## src/rtl/dpg_regs.vh

```
// Register map, field positions, reset values and timing for the datapath guard
`ifndef DPG_REGS_VH
`define DPG_REGS_VH

// ----------------------------------------------------------------
// Register offsets (15-bit register address)
// ----------------------------------------------------------------
`define DPG_ADDR_PATTERN_SELECT 15'h0014
`define DPG_ADDR_ALERT_ENABLE 15'h0020
`define DPG_ADDR_ALERT_STATUS_CLEAR 15'h0024
`define DPG_ADDR_ALERT_STATUS_MODE 15'h0028
`define DPG_ADDR_TRANSMIT_GATE_CONFIG 15'h003F
`define DPG_ADDR_PATTERN_CHECK_CTRL_STATUS 15'h014B
`define DPG_ADDR_PATTERN_ERRORS_I 15'h014C
`define DPG_ADDR_PATTERN_ERRORS_Q 15'h014D

// ----------------------------------------------------------------
// Field positions
// ----------------------------------------------------------------
`define DPG_SEL15_BIT 2
`define DPG_CHK_EN_BIT 0
`define DPG_CHK_RST_BIT 1
`define DPG_PASS_I_BIT 6
`define DPG_PASS_Q_BIT 7
`define DPG_GATE_SW_ZERO_IN 0
`define DPG_GATE_SW_ZERO_OUT 1
`define DPG_GATE_PIN_ZERO_IN 4
`define DPG_GATE_PIN_ZERO_OUT 5
`define DPG_GATE_PIN_RAMP 6
`define DPG_GATE_PIN_NCO_RST 7

// ----------------------------------------------------------------
// Reset values
// ----------------------------------------------------------------
`define DPG_RST_PATTERN_SELECT 8'h00
`define DPG_RST_ALERT_ENABLE 2'h0
`define DPG_RST_ALERT_STATUS_MODE 2'h0
`define DPG_RST_TRANSMIT_GATE_CONFIG 8'h00
`define DPG_RST_CHECK_CTRL 2'h0

// ----------------------------------------------------------------
// Full-scale current ramp and timing
// ----------------------------------------------------------------
`define DPG_FSC_MAX 8'hFF
`define DPG_FSC_MIN 8'h1A
`define DPG_CLK_NS 50
`define DPG_RAMP_STEP_NS 200
`define DPG_RAMP_STEP_CYC ((`DPG_RAMP_STEP_NS + `DPG_CLK_NS - 1) / `DPG_CLK_NS)

// ----------------------------------------------------------------
// Serial frame layout
// ----------------------------------------------------------------
`define DPG_SPI_FRAME_BITS 24
`define DPG_SPI_HDR_BITS 16

`endif

```

## src/rtl/dpg_spi_slave.v

```verilog
// Serial register port slave with synchronised pins
`timescale 1ns/1ps
`include "dpg_regs.vh"

module dpg_spi_slave (
	input wire sys_clk,
	input wire reset_n,
	input wire spi_sclk,
	input wire spi_cs_n,
	input wire spi_mosi,
	input wire [7:0] rdata,
	output reg miso_out,
	output reg miso_oe,
	output reg wr_stb,
	output reg [14:0] addr,
	output reg [7:0] wdata
);

	// ----------------------------------------------------------------
	// Pin synchronisers
	// ----------------------------------------------------------------
	wire [2:0] pin_raw;
	reg [2:0] pin_clean;
	reg [2:0] pin_prev;
	assign pin_raw = {spi_sclk, spi_cs_n, spi_mosi};

	genvar g;
	generate
		for (g = 0; g < 3; g = g + 1) begin : g_sync
			reg s1;
			reg s2;
			reg s3;
			always @(posedge sys_clk or negedge reset_n) begin
				if (!reset_n) begin
					s1 <= (g == 1) ? 1'b1 : 1'b0;
					s2 <= (g == 1) ? 1'b1 : 1'b0;
					s3 <= (g == 1) ? 1'b1 : 1'b0;
					pin_clean[g] <= (g == 1) ? 1'b1 : 1'b0;
				end else begin
					s1 <= pin_raw[g];
					s2 <= s1;
					s3 <= s2;
					if (s2 == s3) begin
						pin_clean[g] <= s3;
					end
				end
			end
		end
	endgenerate

	wire sclk_rise;
	wire sclk_fall;
	wire cs_act;
	assign sclk_rise = pin_clean[2] & ~pin_prev[2];
	assign sclk_fall = ~pin_clean[2] & pin_prev[2];
	assign cs_act = ~pin_clean[1];

	// ----------------------------------------------------------------
	// Frame shifter
	// ----------------------------------------------------------------
	reg [4:0] bit_cnt;
	reg [22:0] shift_in;
	reg is_read;
	reg load_pend;
	reg [7:0] shift_out;

	always @(posedge sys_clk or negedge reset_n) begin
		if (!reset_n) begin
			pin_prev <= 3'b010;
			bit_cnt <= 5'd0;
			shift_in <= 23'd0;
			is_read <= 1'b0;
			load_pend <= 1'b0;
			shift_out <= 8'h00;
			miso_out <= 1'b0;
			miso_oe <= 1'b0;
			wr_stb <= 1'b0;
			addr <= 15'h0000;
			wdata <= 8'h00;
		end else begin
			pin_prev <= pin_clean;
			wr_stb <= 1'b0;
			load_pend <= 1'b0;
			if (!cs_act) begin
				bit_cnt <= 5'd0;
				miso_oe <= 1'b0;
			end else begin
				if (sclk_rise && bit_cnt < 5'd24) begin
					bit_cnt <= bit_cnt + 5'd1;
					shift_in <= {shift_in[21:0], pin_clean[0]};
					if (bit_cnt == 5'd15) begin
						is_read <= shift_in[14];
						addr <= {shift_in[13:0], pin_clean[0]};
						load_pend <= shift_in[14];
					end
					if (bit_cnt == 5'd23 && !is_read) begin
						wdata <= {shift_in[6:0], pin_clean[0]};
						wr_stb <= 1'b1;
					end
				end
				if (load_pend) begin
					shift_out <= {rdata[6:0], 1'b0};
					miso_out <= rdata[7];
					miso_oe <= 1'b1;
				end else if (sclk_fall && is_read && bit_cnt > 5'd16) begin
					miso_out <= shift_out[7];
					shift_out <= {shift_out[6:0], 1'b0};
				end
			end
		end
	end

endmodule // dpg_spi_slave

```

## src/rtl/dpg_prbs_check.v

```verilog
// Self-synchronising pattern checker for one channel
`timescale 1ns/1ps
`include "dpg_regs.vh"

module dpg_prbs_check (
	input wire sys_clk,
	input wire reset_n,
	input wire chk_en,
	input wire chk_clear,
	input wire sel15,
	input wire sample_valid,
	input wire [15:0] sample,
	output reg pass,
	output reg [7:0] err_count
);

	reg half;
	reg [15:0] first;
	reg [31:0] prev;
	reg have_prev;
	wire [31:0] grp;
	wire [63:0] win;
	wire [31:0] expect_bits;
	wire mismatch;

	assign grp = {sample, first};
	assign win = {grp, prev};

	// ----------------------------------------------------------------
	// Predict each new bit from the earlier ones
	// ----------------------------------------------------------------
	genvar k;
	generate
		for (k = 0; k < 32; k = k + 1) begin : g_pred
			assign expect_bits[k] = sel15 ? (win[32 + k - 15] ^ win[32 + k - 14]) :
				(win[32 + k - 7] ^ win[32 + k - 6]);
		end
	endgenerate
	assign mismatch = |(expect_bits ^ grp);

	always @(posedge sys_clk or negedge reset_n) begin
		if (!reset_n) begin
			half <= 1'b0;
			first <= 16'h0000;
			prev <= 32'h0000_0000;
			have_prev <= 1'b0;
			pass <= 1'b1;
			err_count <= 8'h00;
		end else if (chk_clear || !chk_en) begin
			half <= 1'b0;
			have_prev <= 1'b0;
			if (chk_clear) begin
				pass <= 1'b1;
				err_count <= 8'h00;
			end
		end else if (sample_valid) begin
			if (!half) begin
				first <= sample;
				half <= 1'b1;
			end else begin
				half <= 1'b0;
				prev <= grp;
				have_prev <= 1'b1;
				if (have_prev && mismatch) begin
					pass <= 1'b0;
					if (err_count != 8'hFF) begin
						err_count <= err_count + 8'h01;
					end
				end
			end
		end
	end

endmodule // dpg_prbs_check

```

## src/rtl/dpg_top.v

```verilog
// Datapath guard: link blanking, transmit gate, pattern check and alert line
// Functional notes
// - Any link quality flag zeroes samples headed to the DAC decoder.
// - Software can zero the datapath input or the datapath output.
// - Input zeroing decays through filters; in bypass the DAC drops at once.
// - Gate pin effect chosen by gate config register, input or output zeroing.
// - Gate pin can ramp full-scale current between full and minimum.
// - Gate pin can reset the oscillator phase accumulator.
// - Control 0b11 enables and holds checker reset, 0b01 runs it.
// - Pass flags at bits 6 (I) and 7 (Q) read 0 after any error.
// - Separate readable error counts for I and Q channels.
// - Each 32-bit group checked against previous; one error counted per group.
// - I and Q failures are alert events with enable and status registers.
// - Open-drain active-low alert pulled low while any latched source is high.
// - Disabled event keeps its latched source at zero.
// - Enabled event's rising edge sets its latched source.
// - Latched source clears on its reset write or on device reset.
// - Status bit returns raw event or latched source per status mode.
// - Event blocks scale to many events; this block carries two.
`timescale 1ns/1ps
`include "dpg_regs.vh"

module dpg_top (
	input wire sys_clk,
	input wire reset_n,
	input wire spi_sclk,
	input wire spi_cs_n,
	input wire spi_mosi,
	output wire spi_miso_out,
	output wire spi_miso_oe,
	output reg alert_n_out,
	output reg alert_n_oe,
	input wire tx_gate_pin,
	input wire [3:0] link_fault,
	input wire bypass_1x,
	input wire sample_valid,
	input wire [15:0] sample_in_i,
	input wire [15:0] sample_in_q,
	output reg dp_in_valid,
	output reg [15:0] dp_in_i,
	output reg [15:0] dp_in_q,
	input wire [15:0] filt_out_i,
	input wire [15:0] filt_out_q,
	output reg [15:0] dac_i,
	output reg [15:0] dac_q,
	output reg [7:0] fsc_level,
	output reg nco_phase_reset
);

	// ----------------------------------------------------------------
	// Register port
	// ----------------------------------------------------------------
	wire wr_stb;
	wire [14:0] reg_addr;
	wire [7:0] reg_wdata;
	reg [7:0] reg_rdata;

	dpg_spi_slave u_spi (
		.sys_clk(sys_clk),
		.reset_n(reset_n),
		.spi_sclk(spi_sclk),
		.spi_cs_n(spi_cs_n),
		.spi_mosi(spi_mosi),
		.rdata(reg_rdata),
		.miso_out(spi_miso_out),
		.miso_oe(spi_miso_oe),
		.wr_stb(wr_stb),
		.addr(reg_addr),
		.wdata(reg_wdata)
	);

	reg [7:0] pattern_select;
	reg [1:0] alert_enable;
	reg [1:0] alert_status_mode;
	reg [7:0] transmit_gate_config;
	reg [1:0] check_ctrl;
	reg [1:0] irq_src;
	reg [1:0] irq_clr;

	wire pass_i;
	wire pass_q;
	wire [7:0] err_i;
	wire [7:0] err_q;
	wire [1:0] fail_event;
	wire [1:0] event_status;

	always @(posedge sys_clk or negedge reset_n) begin
		if (!reset_n) begin
			pattern_select <= `DPG_RST_PATTERN_SELECT;
			alert_enable <= `DPG_RST_ALERT_ENABLE;
			alert_status_mode <= `DPG_RST_ALERT_STATUS_MODE;
			transmit_gate_config <= `DPG_RST_TRANSMIT_GATE_CONFIG;
			check_ctrl <= `DPG_RST_CHECK_CTRL;
			irq_clr <= 2'b00;
		end else begin
			irq_clr <= 2'b00;
			if (wr_stb) begin
				case (reg_addr)
					`DPG_ADDR_PATTERN_SELECT: begin
						pattern_select <= reg_wdata;
					end
					`DPG_ADDR_ALERT_ENABLE: begin
						alert_enable <= reg_wdata[1:0];
					end
					`DPG_ADDR_ALERT_STATUS_CLEAR: begin
						irq_clr <= reg_wdata[1:0];
					end
					`DPG_ADDR_ALERT_STATUS_MODE: begin
						alert_status_mode <= reg_wdata[1:0];
					end
					`DPG_ADDR_TRANSMIT_GATE_CONFIG: begin
						transmit_gate_config <= reg_wdata;
					end
					`DPG_ADDR_PATTERN_CHECK_CTRL_STATUS: begin
						check_ctrl <= reg_wdata[1:0];
					end
					default: begin
						check_ctrl <= check_ctrl;
					end
				endcase
			end
		end
	end

	// Readback; unmapped addresses read zero
	always @* begin
		reg_rdata = 8'h00;
		case (reg_addr)
			`DPG_ADDR_PATTERN_SELECT: begin
				reg_rdata = pattern_select;
			end
			`DPG_ADDR_ALERT_ENABLE: begin
				reg_rdata = {6'b000000, alert_enable};
			end
			`DPG_ADDR_ALERT_STATUS_CLEAR: begin
				reg_rdata = {6'b000000, event_status};
			end
			`DPG_ADDR_ALERT_STATUS_MODE: begin
				reg_rdata = {6'b000000, alert_status_mode};
			end
			`DPG_ADDR_TRANSMIT_GATE_CONFIG: begin
				reg_rdata = transmit_gate_config;
			end
			`DPG_ADDR_PATTERN_CHECK_CTRL_STATUS: begin
				reg_rdata = {pass_q, pass_i, 4'b0000, check_ctrl};
			end
			`DPG_ADDR_PATTERN_ERRORS_I: begin
				reg_rdata = err_i;
			end
			`DPG_ADDR_PATTERN_ERRORS_Q: begin
				reg_rdata = err_q;
			end
			default: begin
				reg_rdata = 8'h00;
			end
		endcase
	end

	// ----------------------------------------------------------------
	// Pattern checkers
	// ----------------------------------------------------------------
	wire chk_en;
	wire chk_clear;
	wire sel15;
	assign chk_en = check_ctrl[`DPG_CHK_EN_BIT];
	assign chk_clear = check_ctrl[`DPG_CHK_RST_BIT];
	assign sel15 = pattern_select[`DPG_SEL15_BIT];

	dpg_prbs_check u_chk_i (
		.sys_clk(sys_clk),
		.reset_n(reset_n),
		.chk_en(chk_en),
		.chk_clear(chk_clear),
		.sel15(sel15),
		.sample_valid(sample_valid),
		.sample(sample_in_i),
		.pass(pass_i),
		.err_count(err_i)
	);

	dpg_prbs_check u_chk_q (
		.sys_clk(sys_clk),
		.reset_n(reset_n),
		.chk_en(chk_en),
		.chk_clear(chk_clear),
		.sel15(sel15),
		.sample_valid(sample_valid),
		.sample(sample_in_q),
		.pass(pass_q),
		.err_count(err_q)
	);

	// ----------------------------------------------------------------
	// Alert events, two of a scalable event set
	// ----------------------------------------------------------------
	reg [1:0] event_d;
	assign fail_event = {~pass_q, ~pass_i};

	genvar e;
	generate
		for (e = 0; e < 2; e = e + 1) begin : g_irq
			always @(posedge sys_clk or negedge reset_n) begin
				if (!reset_n) begin
					irq_src[e] <= 1'b0;
					event_d[e] <= 1'b0;
				end else begin
					event_d[e] <= fail_event[e];
					if (!alert_enable[e]) begin
						irq_src[e] <= 1'b0;
					end else if (fail_event[e] && !event_d[e]) begin
						irq_src[e] <= 1'b1;
					end else if (irq_clr[e]) begin
						irq_src[e] <= 1'b0;
					end
				end
			end
			assign event_status[e] = alert_status_mode[e] ? irq_src[e] : fail_event[e];
		end
	endgenerate

	always @(posedge sys_clk or negedge reset_n) begin
		if (!reset_n) begin
			alert_n_out <= 1'b0;
			alert_n_oe <= 1'b0;
		end else begin
			alert_n_out <= 1'b0;
			alert_n_oe <= |irq_src;
		end
	end

	// ----------------------------------------------------------------
	// Gate pin synchroniser
	// ----------------------------------------------------------------
	reg pin_s1;
	reg pin_s2;
	reg pin_s3;
	reg pin_on;
	reg pin_on_d;

	always @(posedge sys_clk or negedge reset_n) begin
		if (!reset_n) begin
			pin_s1 <= 1'b0;
			pin_s2 <= 1'b0;
			pin_s3 <= 1'b0;
			pin_on <= 1'b0;
			pin_on_d <= 1'b0;
		end else begin
			pin_s1 <= tx_gate_pin;
			pin_s2 <= pin_s1;
			pin_s3 <= pin_s2;
			if (pin_s2 == pin_s3) begin
				pin_on <= pin_s3;
			end
			pin_on_d <= pin_on;
		end
	end

	// ----------------------------------------------------------------
	// Datapath zeroing
	// ----------------------------------------------------------------
	wire zero_in;
	wire zero_out;
	wire link_bad;
	wire [15:0] src_i;
	wire [15:0] src_q;
	wire blank_dac;

	assign zero_in = transmit_gate_config[`DPG_GATE_SW_ZERO_IN] |
		(transmit_gate_config[`DPG_GATE_PIN_ZERO_IN] & ~pin_on);
	assign zero_out = transmit_gate_config[`DPG_GATE_SW_ZERO_OUT] |
		(transmit_gate_config[`DPG_GATE_PIN_ZERO_OUT] & ~pin_on);
	assign link_bad = |link_fault;
	assign src_i = bypass_1x ? sample_in_i : filt_out_i;
	assign src_q = bypass_1x ? sample_in_q : filt_out_q;
	assign blank_dac = link_bad | zero_out | (bypass_1x & zero_in);

	always @(posedge sys_clk or negedge reset_n) begin
		if (!reset_n) begin
			dp_in_valid <= 1'b0;
			dp_in_i <= 16'h0000;
			dp_in_q <= 16'h0000;
			dac_i <= 16'h0000;
			dac_q <= 16'h0000;
		end else begin
			dp_in_valid <= sample_valid;
			dp_in_i <= zero_in ? 16'h0000 : sample_in_i;
			dp_in_q <= zero_in ? 16'h0000 : sample_in_q;
			dac_i <= blank_dac ? 16'h0000 : src_i;
			dac_q <= blank_dac ? 16'h0000 : src_q;
		end
	end

	// ----------------------------------------------------------------
	// Full-scale ramp and oscillator reset
	// ----------------------------------------------------------------
	reg [3:0] ramp_cnt;
	wire ramp_down;
	wire ramp_tick;
	wire [31:0] ramp_last;
	assign ramp_down = transmit_gate_config[`DPG_GATE_PIN_RAMP] & ~pin_on;
	assign ramp_last = `DPG_RAMP_STEP_CYC - 1;
	assign ramp_tick = (ramp_cnt == ramp_last[3:0]);

	always @(posedge sys_clk or negedge reset_n) begin
		if (!reset_n) begin
			ramp_cnt <= 4'h0;
			fsc_level <= `DPG_FSC_MAX;
			nco_phase_reset <= 1'b0;
		end else begin
			ramp_cnt <= ramp_tick ? 4'h0 : ramp_cnt + 4'h1;
			if (ramp_tick) begin
				if (ramp_down && fsc_level > `DPG_FSC_MIN) begin
					fsc_level <= fsc_level - 8'h01;
				end else if (!ramp_down && fsc_level < `DPG_FSC_MAX) begin
					fsc_level <= fsc_level + 8'h01;
				end
			end
			nco_phase_reset <= transmit_gate_config[`DPG_GATE_PIN_NCO_RST] &
				pin_on & ~pin_on_d;
		end
	end

endmodule // dpg_top

```

## config.mk

```make
export PLATFORM = sky130hd
export DESIGN_NAME = dpg_top
export DESIGN_NICKNAME = d
export VERILOG_FILES = /design/src/rtl/dpg_spi_slave.v /design/src/rtl/dpg_prbs_check.v /design/src/rtl/dpg_top.v
export VERILOG_INCLUDE_DIRS = /design/src /design/src/rtl
export SDC_FILE = /design/constraint.sdc
export NUM_CORES = 1
export LEC_CHECK = 0
export BUFFER_PORTS_ARGS = -buffer_cell sky130_fd_sc_hd__buf_2
export CORE_MARGIN = 3
export CORE_UTILIZATION = 30
export CTS_BUF_LIST = sky130_fd_sc_hd__clkbuf_2 sky130_fd_sc_hd__clkbuf_4 sky130_fd_sc_hd__clkbuf_8
export CTS_CLUSTER_DIAMETER = 80
export CTS_CLUSTER_SIZE = 30
export DETAILED_ROUTE_END_ITERATION = 10
export PLACE_DENSITY = 0.46
export SLEW_MARGIN = 25
export SYNTH_ARGS = -nofsm -noshare
export SYNTH_HDL_FRONTEND = slang
export SYNTH_SLANG_ARGS = --single-unit
```

## constraint.sdc

```tcl
create_clock -name sys_clk -period 3.4 [get_ports sys_clk]
set_clock_uncertainty 0.2 [all_clocks]
set_input_delay 0.34 -clock sys_clk [delete_from_list [all_inputs] [get_ports sys_clk]]
set_output_delay 0.34 -clock sys_clk [all_outputs]
set_load 0.02 [all_outputs]
```

**Word-level counts from Yosys, hierarchy flattened**

Cells that the tools add are included.

- Bitwise operators: 104
- Multiplexer cells: 130
- $lt $le $gt $ge: 4
- Reduce and logical (&&, ||, !) cells: 51
- Add/sub/neg operators: 6
- Equality and inequality tests: 20

Operators by type and width:

| operator | number |
|---|---|
| $mux W8 | 15 |
| $mux W1 | 103 |
| $mux W16 | 6 |
| $xor A1 B1 Y1 | 80 |
| $pmux W8 S8 | 1 |
| $reduce_or A32 Y1 | 2 |
| $xor A32 B32 Y32 | 2 |
| $eq A15 B6 Y1 const B | 4 |
| $eq A15 B9 Y1 const B | 3 |
| $add A8 B1 Y8 const B | 3 |
| $reduce_bool A2 Y1 | 11 |
| $reduce_and A2 Y1 | 10 |
| $reduce_and A3 Y1 | 6 |
| $ne A8 B8 Y1 const B | 2 |
| $eq A15 B5 Y1 const B | 1 |
| $logic_and A1 B1 Y1 | 10 |
| $mux W5 | 2 |
| $not A1 Y1 | 10 |
| $reduce_and A5 Y1 | 2 |
| $and A1 B1 Y1 | 8 |
| $gt A8 B5 Y1 const B | 1 |
| $lt A8 B8 Y1 const B | 1 |
| $reduce_and A4 Y1 | 2 |
| $sub A8 B1 Y8 const B | 1 |
| 17 further kinds | 29 |

- Word-level logic and storage cells: 374
- Bits of input ports: 76
- Register bits after elaboration: 301
- Output and inout bits: 78

**Logic depth before layout (Yosys ltp)**

Gate-level depths: netlist (run 1).

- Depth in word-level cells: 9
- Mapped depth: 13
- Mapped depth without buffers: 13

**By module**

Synthesis (run 1) repeated with hierarchy kept, for this count alone.

- Cell total of the unflattened synthesis: 1080
- Area total of the unflattened synthesis: 13201.4 um^2

Modules (own cells, without submodules):

| module | times used | cells an instance | area an instance (um^2) | sequential area each (um^2) |
|---|---|---|---|---|
| dpg_prbs_check | 2 | 256 | 2854.0 | 1052.3 |
| dpg_top | 1 | 397 | 4807.1 | 2812.7 |
| dpg_spi_slave | 1 | 171 | 2686.3 | 1706.6 |

**Worst setup path before layout (run 1)**

OpenSTA, ideal clock, no wires.

- Kind: reg2reg
- Start point: register fsc_level[3]
- End point: register fsc_level[7]
- Data arrival time: 2634 ps
- Stages on the path, launching flop included: 14
- Slack: 482 ps
- Setup time: 83 ps
- Data required time: 3117 ps
- Path buffers: 0
- Clock period less this slack: 2918 ps
- Path through: dfstp_2 nand2_1 o21ai_0 nand3_1 inv_1 ha_1 a21o_1 a21oi_1 nor2b_1 o21a_1 o41ai_1 xnor2_1 nor2_1 xor2_1

- Word-level cells in the longest chain between the ends: 4
- Elaborated cells on any way between the ends: 10
- Classes of those cells: 2 x add/sub; 2 x order compare; 2 x mux; 4 x reduce/logical

RTL lines:

| what | line | text |
|---|---|---|
| start, declared | dpg_top.v:46 | `output reg [7:0] fsc_level,` |
| start signal, assigned | dpg_top.v:307 | `` fsc_level <= `DPG_FSC_MAX; `` |
| start signal, assigned | dpg_top.v:313 | `fsc_level <= fsc_level - 8'h01;` |
| start signal, assigned | dpg_top.v:315 | `fsc_level <= fsc_level + 8'h01;` |
| $gt A8 B5 Y1 (no line) or $lt A8 B8 Y1 (tied branches) | -- |  |
| $logic_and A1 B1 Y1 (no line) | -- |  |
| $reduce_bool A2 Y1 (no line) | -- |  |
| $reduce_and A2 Y1 (no line) | -- |  |

Parallel ways exist; a longest one is shown, timed or not. The select of a mux whose other input is x is not followed.
A chain may end at the register's enable or synchronous reset.

**Worst setup path in the final report (run 1)**

Same ends and word-level chain as after synthesis.

==> results of run 1 <==
## stage by stage
step / area, µm² / util
after floorplan: 13100 / -
after global placement: 14500 / 0.341
after detailed placement: 14500 / 0.341
after CTS: 16000 / 0.375
after global routing: 16000 / 0.375
final: 16000 / 0.375
## cell type report
| class | instances | area share |
|---|---|---|
| clock buffers | 22 | 0.0178 |
| well taps | 577 | 0.0452 |
| repair buffers | 275 | 0.125 |
| flip-flops and latches | 264 | 0.415 |
| inverters | 23 | 0.00557 |
| multi-input cells | 761 | 0.381 |
| clock inverters | 12 | 0.0102 |
## cell usage after synthesis, drive strengths merged (7+ instances only)
library cell | count | area share
a21oi | 25 | 0.0096
mux2 | 122 | 0.11
o21ai | 23 | 0.0088
a211oi | 8 | 0.0050
xnor2 | 139 | 0.093
and3 | 7 | 0.0034
a222oi | 8 | 0.0061
inv | 23 | 0.0068
dfrtp | 250 | 0.48
a22o | 10 | 0.0067
ha | 12 | 0.011
mux2i | 94 | 0.072
buf | 18 | 0.0077
nand2b | 10 | 0.0048
nor2b | 10 | 0.0048
xor2 | 22 | 0.015
nand2 | 47 | 0.014
nand4 | 21 | 0.010
and2 | 37 | 0.018
dfstp | 14 | 0.028
nor2 | 71 | 0.021
clkbuf | 49 | 0.014
nand3 | 17 | 0.0065
nor4 | 9 | 0.0062
nor3 | 13 | 0.0058
## routing by layer
layer / track usage / vias up
met5: 0 / -
met3: 0.0247 / 47
met4: 0.0353 / 0
met2: 0.246 / 171
li1: - / 4316
met1: 0.211 / 4585
## state kept, by name (all words and copies together), names as in the netlist, 15 cells and up
register / flops
u_chk_q.prev: 15
u_chk_q.first: 16
dac_q: 16
u_spi.addr: 15
u_chk_i.prev: 15
u_chk_i.first: 16
u_spi.shift_in: 15
dp_in_i: 16
dp_in_q: 16
dac_i: 16
## power by group
part	internal, mW	switching (mW)	leakage [nW]
Clock	0.767	1.19	0.226
Combinational	0.290	0.303	3.75
Sequential	3.24	0.0731	3.49
Total	4.30	1.57	7.46
## worst reg2reg max path, delay by kind of cell (launching register included)
| family | cells | cell delay (ps) |
|---|---|---|
| flip-flops | 1 | 580 |
| adder cells (fa/ha/maj) | 1 | 280 |
| XOR/XNOR | 2 | 250 |
| AO/OA/AOI/OAI | 5 | 1080 |
| AND/OR/NAND/NOR | 4 | 440 |
| buffers and inverters | 1 | 250 |
## final timing paths
path / startpoint / end / slack, ps / cells past startpoint
max in group asynchronous: reset_n / u_chk_q.pass$_DFFE_PN1P_ / 1970 / 3
setup reg to reg: fsc_level[3]$_DFFE_PN1P_ / fsc_level[7]$_DFFE_PN1P_ / 260 / 13
setup / recovery: fsc_level[3]$_DFFE_PN1P_ / fsc_level[7]$_DFFE_PN1P_ / 260 / 13
hold reg to reg: pin_s1$_DFF_PN0_ / pin_s2$_DFF_PN0_ / 160 / 0
hold / removal: reset_n / u_spi.g_sync[0].s1$_DFF_PN0_ / 120 / 2
min in group sys_clk: pin_s1$_DFF_PN0_ / pin_s2$_DFF_PN0_ / 160 / 0
## layout by cell type (no fill, tap or decap), drive strengths merged, types with 2 or more instances in the layout
master       synthesis  final
nand3b               3      3
a21bo                3      3
and4                 4      4
a31oi                4      4
nor2                71     71
a222oi               8      8
a211o                2      2
and2                37     37
a22o                10     10
a32oi                2      2
a41o                 2      2
xnor2              139    139
nand2               47     47
nor4                 9      9
clkinv               0      5
buf                 18    173
o22ai                3      3
dfstp               14     14
mux2               122    122
a21o                 4      4
dfrtp              250    250
o211ai               2      2
nand4               21     21
xor2                22     22
a21oi               25     25
nor2b               10     10
nand3               17     17
o21ai               23     23
a211oi               8      8
and3                 7      7
mux2i               94     94
nand2b              10     10
inv                 23     27
nor3                13     13
ha                  12     12
or3                  4      4
dlygate4sd3          0    102
maj3                 4      4
bufinv               0      2
clkbuf              49     22
## cells by family (layout without fill, tap and decap cells)
group / Yosys count / after routing
buffers and inverters: 90 / 332
muxes: 216 / 216
AOI/OAI and AO/OA: 107 / 107
adders and majority gates: 17 / 17
xor gates and xnor gates: 161 / 161
other: 1 / 1
and+or+nand+nor: 259 / 259
DFF: 264 / 264
## timing repair
item,in CTS,in global routing
setup endpoints to repair,0,0
hold buffers,102,0
endpoints found under the hold margin,214,0
==> flow_summary_export.csv, run 1 <==
group,metric,value,unit
place,dp_hpwl,23.4,mm
final_layout,layout.nets,1433,
worst_setup_path,required,3730,ps
die,die_x,215,µm
worst_setup_path,crit_family,"compound AO/OA/AOI/OAI gates",
routing,wl_met1,16.8,mm
cts,cts_made_buffers,19,
synthesis,ys_seq_area_frac,0.507,
routing,met3_length,1.17,mm
routing,drt-wirelength-per-cell,17.9,µm
synthesis,synthSimpleGateAreaFrac,0.106,
cts,cts_resized,0,
synthesis,synth-adder-area-share,0.0161,
grt,grt_pass1_wl,56.8,mm
synthesis,synth.distinct_cells,68,
die,coreArea,42500,µm²
run,drv_cap,0,
pwr,total_power,5.86,mW
final_layout,n_fill_cell,4245,
final_layout,layout.cells.non_filler,1934,
worst_hold_path,hp-class,"primary input to asynchronous set/reset pin",
routing,vias,9119,
grt,grt_max_degree,85,
sta,finalSetupTns,0,ps
worst_setup_path,end_kind,"flip-flop",
routing,maxUsedRoutingLayer,"met4",
sta,finalSetupViolCount,0,
cts,root_buffer,"clkbuf_8",
cts,cts_max_path_buffers,3,
place,pre_cts_slack,315,ps
cts,htreeDepth,1,
synthesis,synth.avg_cell_area,11.7,µm²
grt,grt_remaining_overflow,0,
synthesis,synthMuxAreaShare,0.177,
routing,dr_wl_met2,15.9,mm
place,dp_cells,1798,
pwr,leakage,7.46,nW
routing,wl,34.6,mm
pwr,power_density,367,nW/µm²
synthesis,synth-async-reset-ratio,1.00,
cts,cts.sinks,264,
synthesis,synth_xor_xnor_area_share,0.108,
synthesis,synth_nets,1204,
routing,first_iter_violations,547,
cts,post-cts-setup-buffers,0,
die,io_pins,154,
synthesis,synth_edf_count,0,
die,core.rowCount,75,
synthesis,synthCells,1115,
grt,grt_use_total,0.151,
worst_setup_path,worst-path-buf-inv,1,
worst_setup_path,crit_arrival,3480,ps
worst_setup_path,slowest_delay,580,ps
cts,clock_latency,590,ps
worst_setup_path,cp-start-kind,"flip-flop",
sta,slew_headroom,0.373,
synthesis,synth_seq_cells,264,
die,dieHeight,215,µm
run_status,run_status,"finished clean",
final_layout,sequential_cell_area,6630,µm²
place,io_buffers,152,
routing,via_per_inst,4.72,
worst_setup_path,crit_slowest_cell,"dfstp_2",
final_layout,syn_to_final_growth,22.2,%
sta,setup_ws,256,ps
synthesis,ys_warn_count,0,
sta,hold_viol_final,0,
synthesis,synth_ff_type,"dfrtp_1",
sta,whs,116,ps
final_layout,final_layout_size_suffix_gt1_frac,0.268,
routing,post-route-drc-count,0,
synthesis,syn_area,13100,µm²
sta,finalMaxSlewViolations,0,
routing,ant_nets,0,
pwr,ir_drop,239,µV
synthesis,synth_compound_area_frac,0.0568,
grt,grt_pass1_vias,9772,
sta,fin_crit,3140,ps
worst_setup_path,path_class,"flip-flop to flip-flop",
die,dieArea,46100,µm²
sta,tightest_slew,939,ps
sta,rsz0062_at_grt,"no",
grt,antenna_found_initial,0,
worst_setup_path,cp_cell_sequence,"nand2_1, o21ai_0, nand3_1, inv_1, ha_1, a21o_1, a21oi_1, nor2b_1, o21a_1, o41ai_1, xnor2_1, nor2_1, xor2_1",
final_layout,diodes,0,
cts,cts.clk_slew.worst_paths,130,ps
cts,cts_tree,"yes",
die,initial_core_util,0.307,
final_layout,multiInputGateArea,6070,µm²
place,gp_congestion,0.784,
worst_setup_path,cp_max_fo,7,
routing,drt_pre_antenna_iters,5,
synthesis,synth_top_family_by_area,"multiplexers",
sta,fmax,318,MHz
sta,timing.final.crit_share,0.925,
(Power assumes the default switching activity.)
==> inputs of run 2 (changes only) <==
Settings changed: CORE_ASPECT_RATIO set to 1.75.
==> flow_summary_export.csv, run 2 (synthesized netlist as in run 1, its figures left out) <==
group,metric,value,unit
worst_setup_path,required,3710,ps
sta,finalSetupViolCount,0,
worst_setup_path,crit_arrival,3310,ps
die,dieArea,46200,µm²
worst_setup_path,cp_max_fo,6,
final_layout,final_layout_size_suffix_gt1_frac,0.265,
cts,cts_made_buffers,14,
pwr,total_power,5.52,mW
routing,drt-wirelength-per-cell,18.9,µm
sta,fmax,334,MHz
place,dp_hpwl,26.2,mm
worst_setup_path,path_class,"flip-flop to flip-flop",
run_status,run_status,"finished clean",
final_layout,layout.cells.non_filler,1913,
grt,grt_remaining_overflow,0,
sta,tightest_slew,938,ps
worst_setup_path,end_kind,"flip-flop",
final_layout,syn_to_final_growth,21.1,%
pwr,ir_drop,387,µV
pwr,power_density,349,nW/µm²
sta,slew_headroom,0.374,
routing,drt_pre_antenna_iters,4,
die,dieHeight,282,µm
grt,antenna_found_initial,1,
place,gp_congestion,0.798,
routing,via_per_inst,4.77,
cts,cts_resized,0,
final_layout,final_area,15800,µm²
sta,fin_crit,3000,ps
place,dp_cells,1787,
worst_setup_path,r2r_cells,13,
sta,finalMaxSlewViolations,0,
die,io_pins,154,
worst_setup_path,reg2reg_slack,400,ps
final_layout,mostFrequentLayoutCell,"dfrtp_1",
routing,wl,36.2,mm
place,io_buffers,152,
sta,hold_viol_final,0,
cts,cts.clk_slew.worst_paths,190,ps
place,pre_cts_slack,407,ps
worst_hold_path,hp-class,"primary input to asynchronous set/reset pin",
sta,setup_ws,403,ps
die,core.rowCount,100,
cts,cts.sinks,264,
pwr,leakage,7.41,nW
worst_setup_path,cp-start-kind,"flip-flop",
sta,timing.final.crit_share,0.882,
sta,finalSetupTns,0,ps
grt,grt_pass1_wl,56.8,mm
die,coreArea,42800,µm²
cts,htreeDepth,1,
grt,grt_pass1_vias,9949,
place,place_area,14500,µm²
cts,cts_tree,"yes",
sta,rsz0062_at_grt,"no",
cts,clock_latency,590,ps
routing,ant_nets,0,
grt,grt_use_total,0.158,
routing,first_iter_violations,305,
cts,root_buffer,"clkbuf_8",
routing,post-route-drc-count,0,
run,drv_cap,0,
grt,grt_max_degree,82,
die,die_x,164,µm
routing,vias,9123,
final_layout,layout.nets,1432,
final_layout,layout_common_cells,"249 x dfrtp_1, 151 x buf_2, 139 x xnor2_1",
cts,cts_max_path_buffers,3,
die,initial_core_util,0.305,
[run 2: changes by cell type in the layout (fill, tap and decap cells not counted)]
cell           delta
clkbuf_4          -2
inv_6             -1
a21oi_4           -1
clkinv_2          -1
clkbuf_8          -3
diode_2           +1
clkinvlp_4        -1
bufinv_16         -2
buf_4             +5
a21oi_2           +1
dlygate4sd3_1     -1
[run 2: layer usage]
layer	track usage	wire (µm)	up-vias
met5	0	0	-
met4	0.0467	843	0
met3	0.0181	975	46
met2	0.322	21200	152
met1	0.165	13300	4627
li1	-	-	4298
[run 2: cell type report]
cell class / count / area, µm²
Fill cell: 4262 / 27000
Sequential cell: 264 / 6630
Multi-Input combinational cell: 761 / 6070
Timing Repair Buffer: 279 / 2030
Tap cell: 561 / 702
Clock buffer: 17 / 228
Inverter: 23 / 88.8
Clock inverter: 7 / 81.3
Antenna cell: 1 / 2.50
[run 2: path summary, 6_finish.rpt]
path,from,endpoint
hold / removal,reset_n,u_spi.g_sync[2].s1$_DFF_PN0_
setup / recovery,fsc_level[4]$_DFFE_PN1P_,fsc_level[7]$_DFFE_PN1P_
max in group asynchronous,reset_n,u_chk_q.prev[30]$_DFFE_PN0P_
hold reg to reg,pin_s1$_DFF_PN0_,pin_s2$_DFF_PN0_
min in group sys_clk,pin_s1$_DFF_PN0_,pin_s2$_DFF_PN0_
setup reg to reg,fsc_level[4]$_DFFE_PN1P_,fsc_level[7]$_DFFE_PN1P_
[run 2: power breakdown]
part	switching (mW)	leakage (nW)	internal [mW]
Clock	1.12	0.158	0.494
Sequential	0.0751	3.49	3.24
Combinational	0.300	3.77	0.291
[run 2: what timing repair did]
action | in CTS | in global routing
setup buffers | 0 | 0
endpoints found under the hold margin | 280 | 0
hold buffers | 101 | 0
[run 2: critical path, cell delays in order (launching register included)]
cell and delay (ps):
dfstp_2 600, nand2_1 80, o21ai_0 180, nand3_1 170, inv_1 120, buf_4 150, ha_1 260, a21oi_1 220
nor2b_1 80, o21a_1 180, o41ai_1 320, xnor2_1 100, nor2_1 120, xor2_1 150
[run 2: per-stage QoR]
step | hold WS, ps | util
floorplan | -156 | -
global placement | 140 | 0.339
detailed placement | 141 | 0.339
CTS | 68.9 | 0.370
global route | 109 | 0.370
finish | 72.2 | 0.370
==> inputs of run 3 (changes only) <==
Settings changed: SYNTH_HIERARCHICAL set to 1.
==> flow_summary_export.csv, run 3 <==
group,metric,value,unit
final_layout,layout.nets,1428,
grt,grt_pass1_vias,9764,
final_layout,layout_common_cells,"249 x dfrtp_1, 151 x buf_2, 141 x mux2_2",
final_layout,sequential_cell_area,6630,µm²
die,io_pins,154,
synthesis,synth-async-reset-ratio,1.00,
cts,cts.sinks,264,
final_layout,multiInputGateArea,6260,µm²
synthesis,synth.distinct_cells,66,
die,coreArea,43500,µm²
worst_setup_path,crit_arrival,3340,ps
synthesis,ys_warn_count,6,
sta,tightest_slew,795,ps
worst_setup_path,cp-start-kind,"flip-flop",
final_layout,layout.cells.non_filler,1914,
routing,vias,9160,
synthesis,yosys.area.top_type,"dfrtp_1",
place,io_buffers,152,
cts,cts_made_buffers,15,
sta,fin_crit,3020,ps
sta,finalSetupViolCount,0,
synthesis,synth.most_common_cell,"dfrtp_1",
routing,via_per_inst,4.79,
routing,wl,37.6,mm
synthesis,synth.avg_cell_area,12.2,µm²
cts,root_buffer,"clkbuf_8",
pwr,ir_drop,326,µV
cts,clock_latency,580,ps
synthesis,syn_area,13200,µm²
run,drv_cap,0,
sta,finalSetupTns,0,ps
cts,post-cts-setup-buffers,0,
routing,ant_nets,0,
place,gp_congestion,0.870,
worst_setup_path,end_kind,"flip-flop",
grt,grt_remaining_overflow,0,
final_layout,mostFrequentLayoutCell,"dfrtp_1",
pwr,leakage,7.61,nW
synthesis,synth_commonest_cells,"250 x dfrtp_1, 141 x mux2_2, 97 x xnor2_1",
worst_setup_path,path_class,"flip-flop to flip-flop",
sta,hold_viol_final,0,
grt,antenna_found_initial,1,
synthesis,synth_nets,1169,
pwr,power_density,359,nW/µm²
sta,timing.final.crit_share,0.888,
sta,fmax,331,MHz
final_layout,final_layout_size_suffix_gt1_frac,0.288,
die,die_x,165,µm
synthesis,synth_top_area_share,0.474,
routing,first_iter_violations,342,
synthesis,synth_ff_type,"dfrtp_1",
synthesis,synth_seq_cells,264,
die,core.rowCount,101,
die,dieHeight,284,µm
sta,finalMaxSlewViolations,0,
grt,grt_pass1_wl,58.7,mm
place,dp_hpwl,27.0,mm
worst_hold_path,hp-class,"primary input to asynchronous set/reset pin",
synthesis,synthCells,1080,
synthesis,ys_seq_area_frac,0.502,
cts,cts.clk_slew.worst_paths,170,ps
routing,post-route-drc-count,0,
grt,grt_max_degree,72,
worst_setup_path,required,3720,ps
sta,slew_headroom,0.469,
routing,drt-wirelength-per-cell,19.7,µm
place,dp_cells,1787,
cts,htreeDepth,1,
cts,cts_max_path_buffers,3,
run_status,run_status,"finished clean",
sta,rsz0062_at_grt,"no",
final_layout,syn_to_final_growth,21.7,%
final_layout,n_fill_cell,4328,
synthesis,synth_edf_count,0,
routing,drt_pre_antenna_iters,5,
cts,cts_tree,"yes",
grt,grt_use_total,0.162,
die,initial_core_util,0.304,
die,dieArea,46700,µm²
synthesis,ys_top_cells_by_area,"dfrtp_1 47%, mux2_2 12%, mux2i_1 7.0%, xnor2_1 6.4%, xor2_1 3.9%",
worst_setup_path,cp_max_fo,9,
## run 3: cell count changes in the layout (fill, tap and decap cells not counted), sizes merged, moves of 6 or more
cell / previous run / this run
mux2: 122 / 141
xnor2: 139 / 97
inv: 26 / 32
nor4: 9 / 15
and3: 7 / 14
nor2: 71 / 57
a22o: 10 / 0
xor2: 22 / 59
## run 3: layout make-up
cell class / count / area share
multi-input combinational: 753 / 0.390
timing repair buffer: 278 / 0.126
tap: 566 / 0.0441
clock inverter: 8 / 0.00639
sequential: 264 / 0.412
antenna: 1 / 0.000156
clock buffer: 17 / 0.0142
inverter: 27 / 0.00693
## run 3: worst max-delay path, cell delays in order (launching register included)
cell and delay [ps]:
dfrtp_1 410, or4_1 530, or4b_1 700, nor4_4 580, a22oi_1 170, nand2_1 100, mux2_2 140, mux2_2 130
## run 3: logic make-up after synthesis
family,after synthesis,share of synthesized area
other,1,0.000284
muxes,233,0.190
and+or+nand+nor,244,0.106
xor gates and xnor gates,156,0.103
adders and majority gates,17,0.0159
DFF,264,0.502
buffers and inverters,63,0.0252
AOI/OAI and AO/OA,102,0.0576
## run 3: timing repair
action,4_1_cts,5_1_grt
hold endpoints to repair,249,0
hold buffers,101,0
gates resized for setup,0,0
## run 3: final timing paths
| check | from | endpoint | slack, ps | cells past startpoint |
|---|---|---|---|---|
| min in group sys_clk | u_spi/g_sync[0].s1$_DFF_PN0_ | u_spi/g_sync[0].s2$_DFF_PN0_ | 170 | 0 |
| worst min-delay path | reset_n | ramp_cnt[3]$_DFF_PN0_ | 110 | 2 |
| worst min register to register | u_spi/g_sync[0].s1$_DFF_PN0_ | u_spi/g_sync[0].s2$_DFF_PN0_ | 170 | 0 |
| worst max-delay path | u_spi/addr[9]$_DFFE_PN0P_ | u_spi/shift_out[7]$_DFFE_PN0P_ | 380 | 7 |
| worst max register to register | u_spi/addr[9]$_DFFE_PN0P_ | u_spi/shift_out[7]$_DFFE_PN0P_ | 380 | 7 |
| max in group asynchronous | reset_n | u_spi/g_sync[1].s2$_DFF_PN1_ | 2090 | 3 |
## run 3: routing by layer
layer | up-vias | GRT usage | wire length, µm
met5 | - | 0 | 0
met4 | 0 | 0.0548 | 1190
li1 | 4311 | - | -
met1 | 4621 | 0.178 | 14000
met3 | 54 | 0.0180 | 1100
met2 | 174 | 0.314 | 21300
## run 3: power by group
part           switching [mW]  total, mW  internal (mW)
clock network            1.13       1.64          0.515
registers               0.119       3.38           3.26
logic                   0.382      0.754          0.372
## run 3: through the flow
step / instance area (µm²) / hold slack, ps / worst slack, ps / util / power [mW]
finish: 16100 / 113 / 381 / 0.370 / 5.77
detailed placement: 14700 / 135 / 424 / 0.339 / 4.10
CTS: 16100 / 89.8 / 385 / 0.370 / 5.93
global route: 16100 / 120 / 162 / 0.370 / 6.09
global placement: 14700 / 135 / 442 / 0.339 / 4.10
floorplan: 13200 / -156 / 723 / - / 3.78
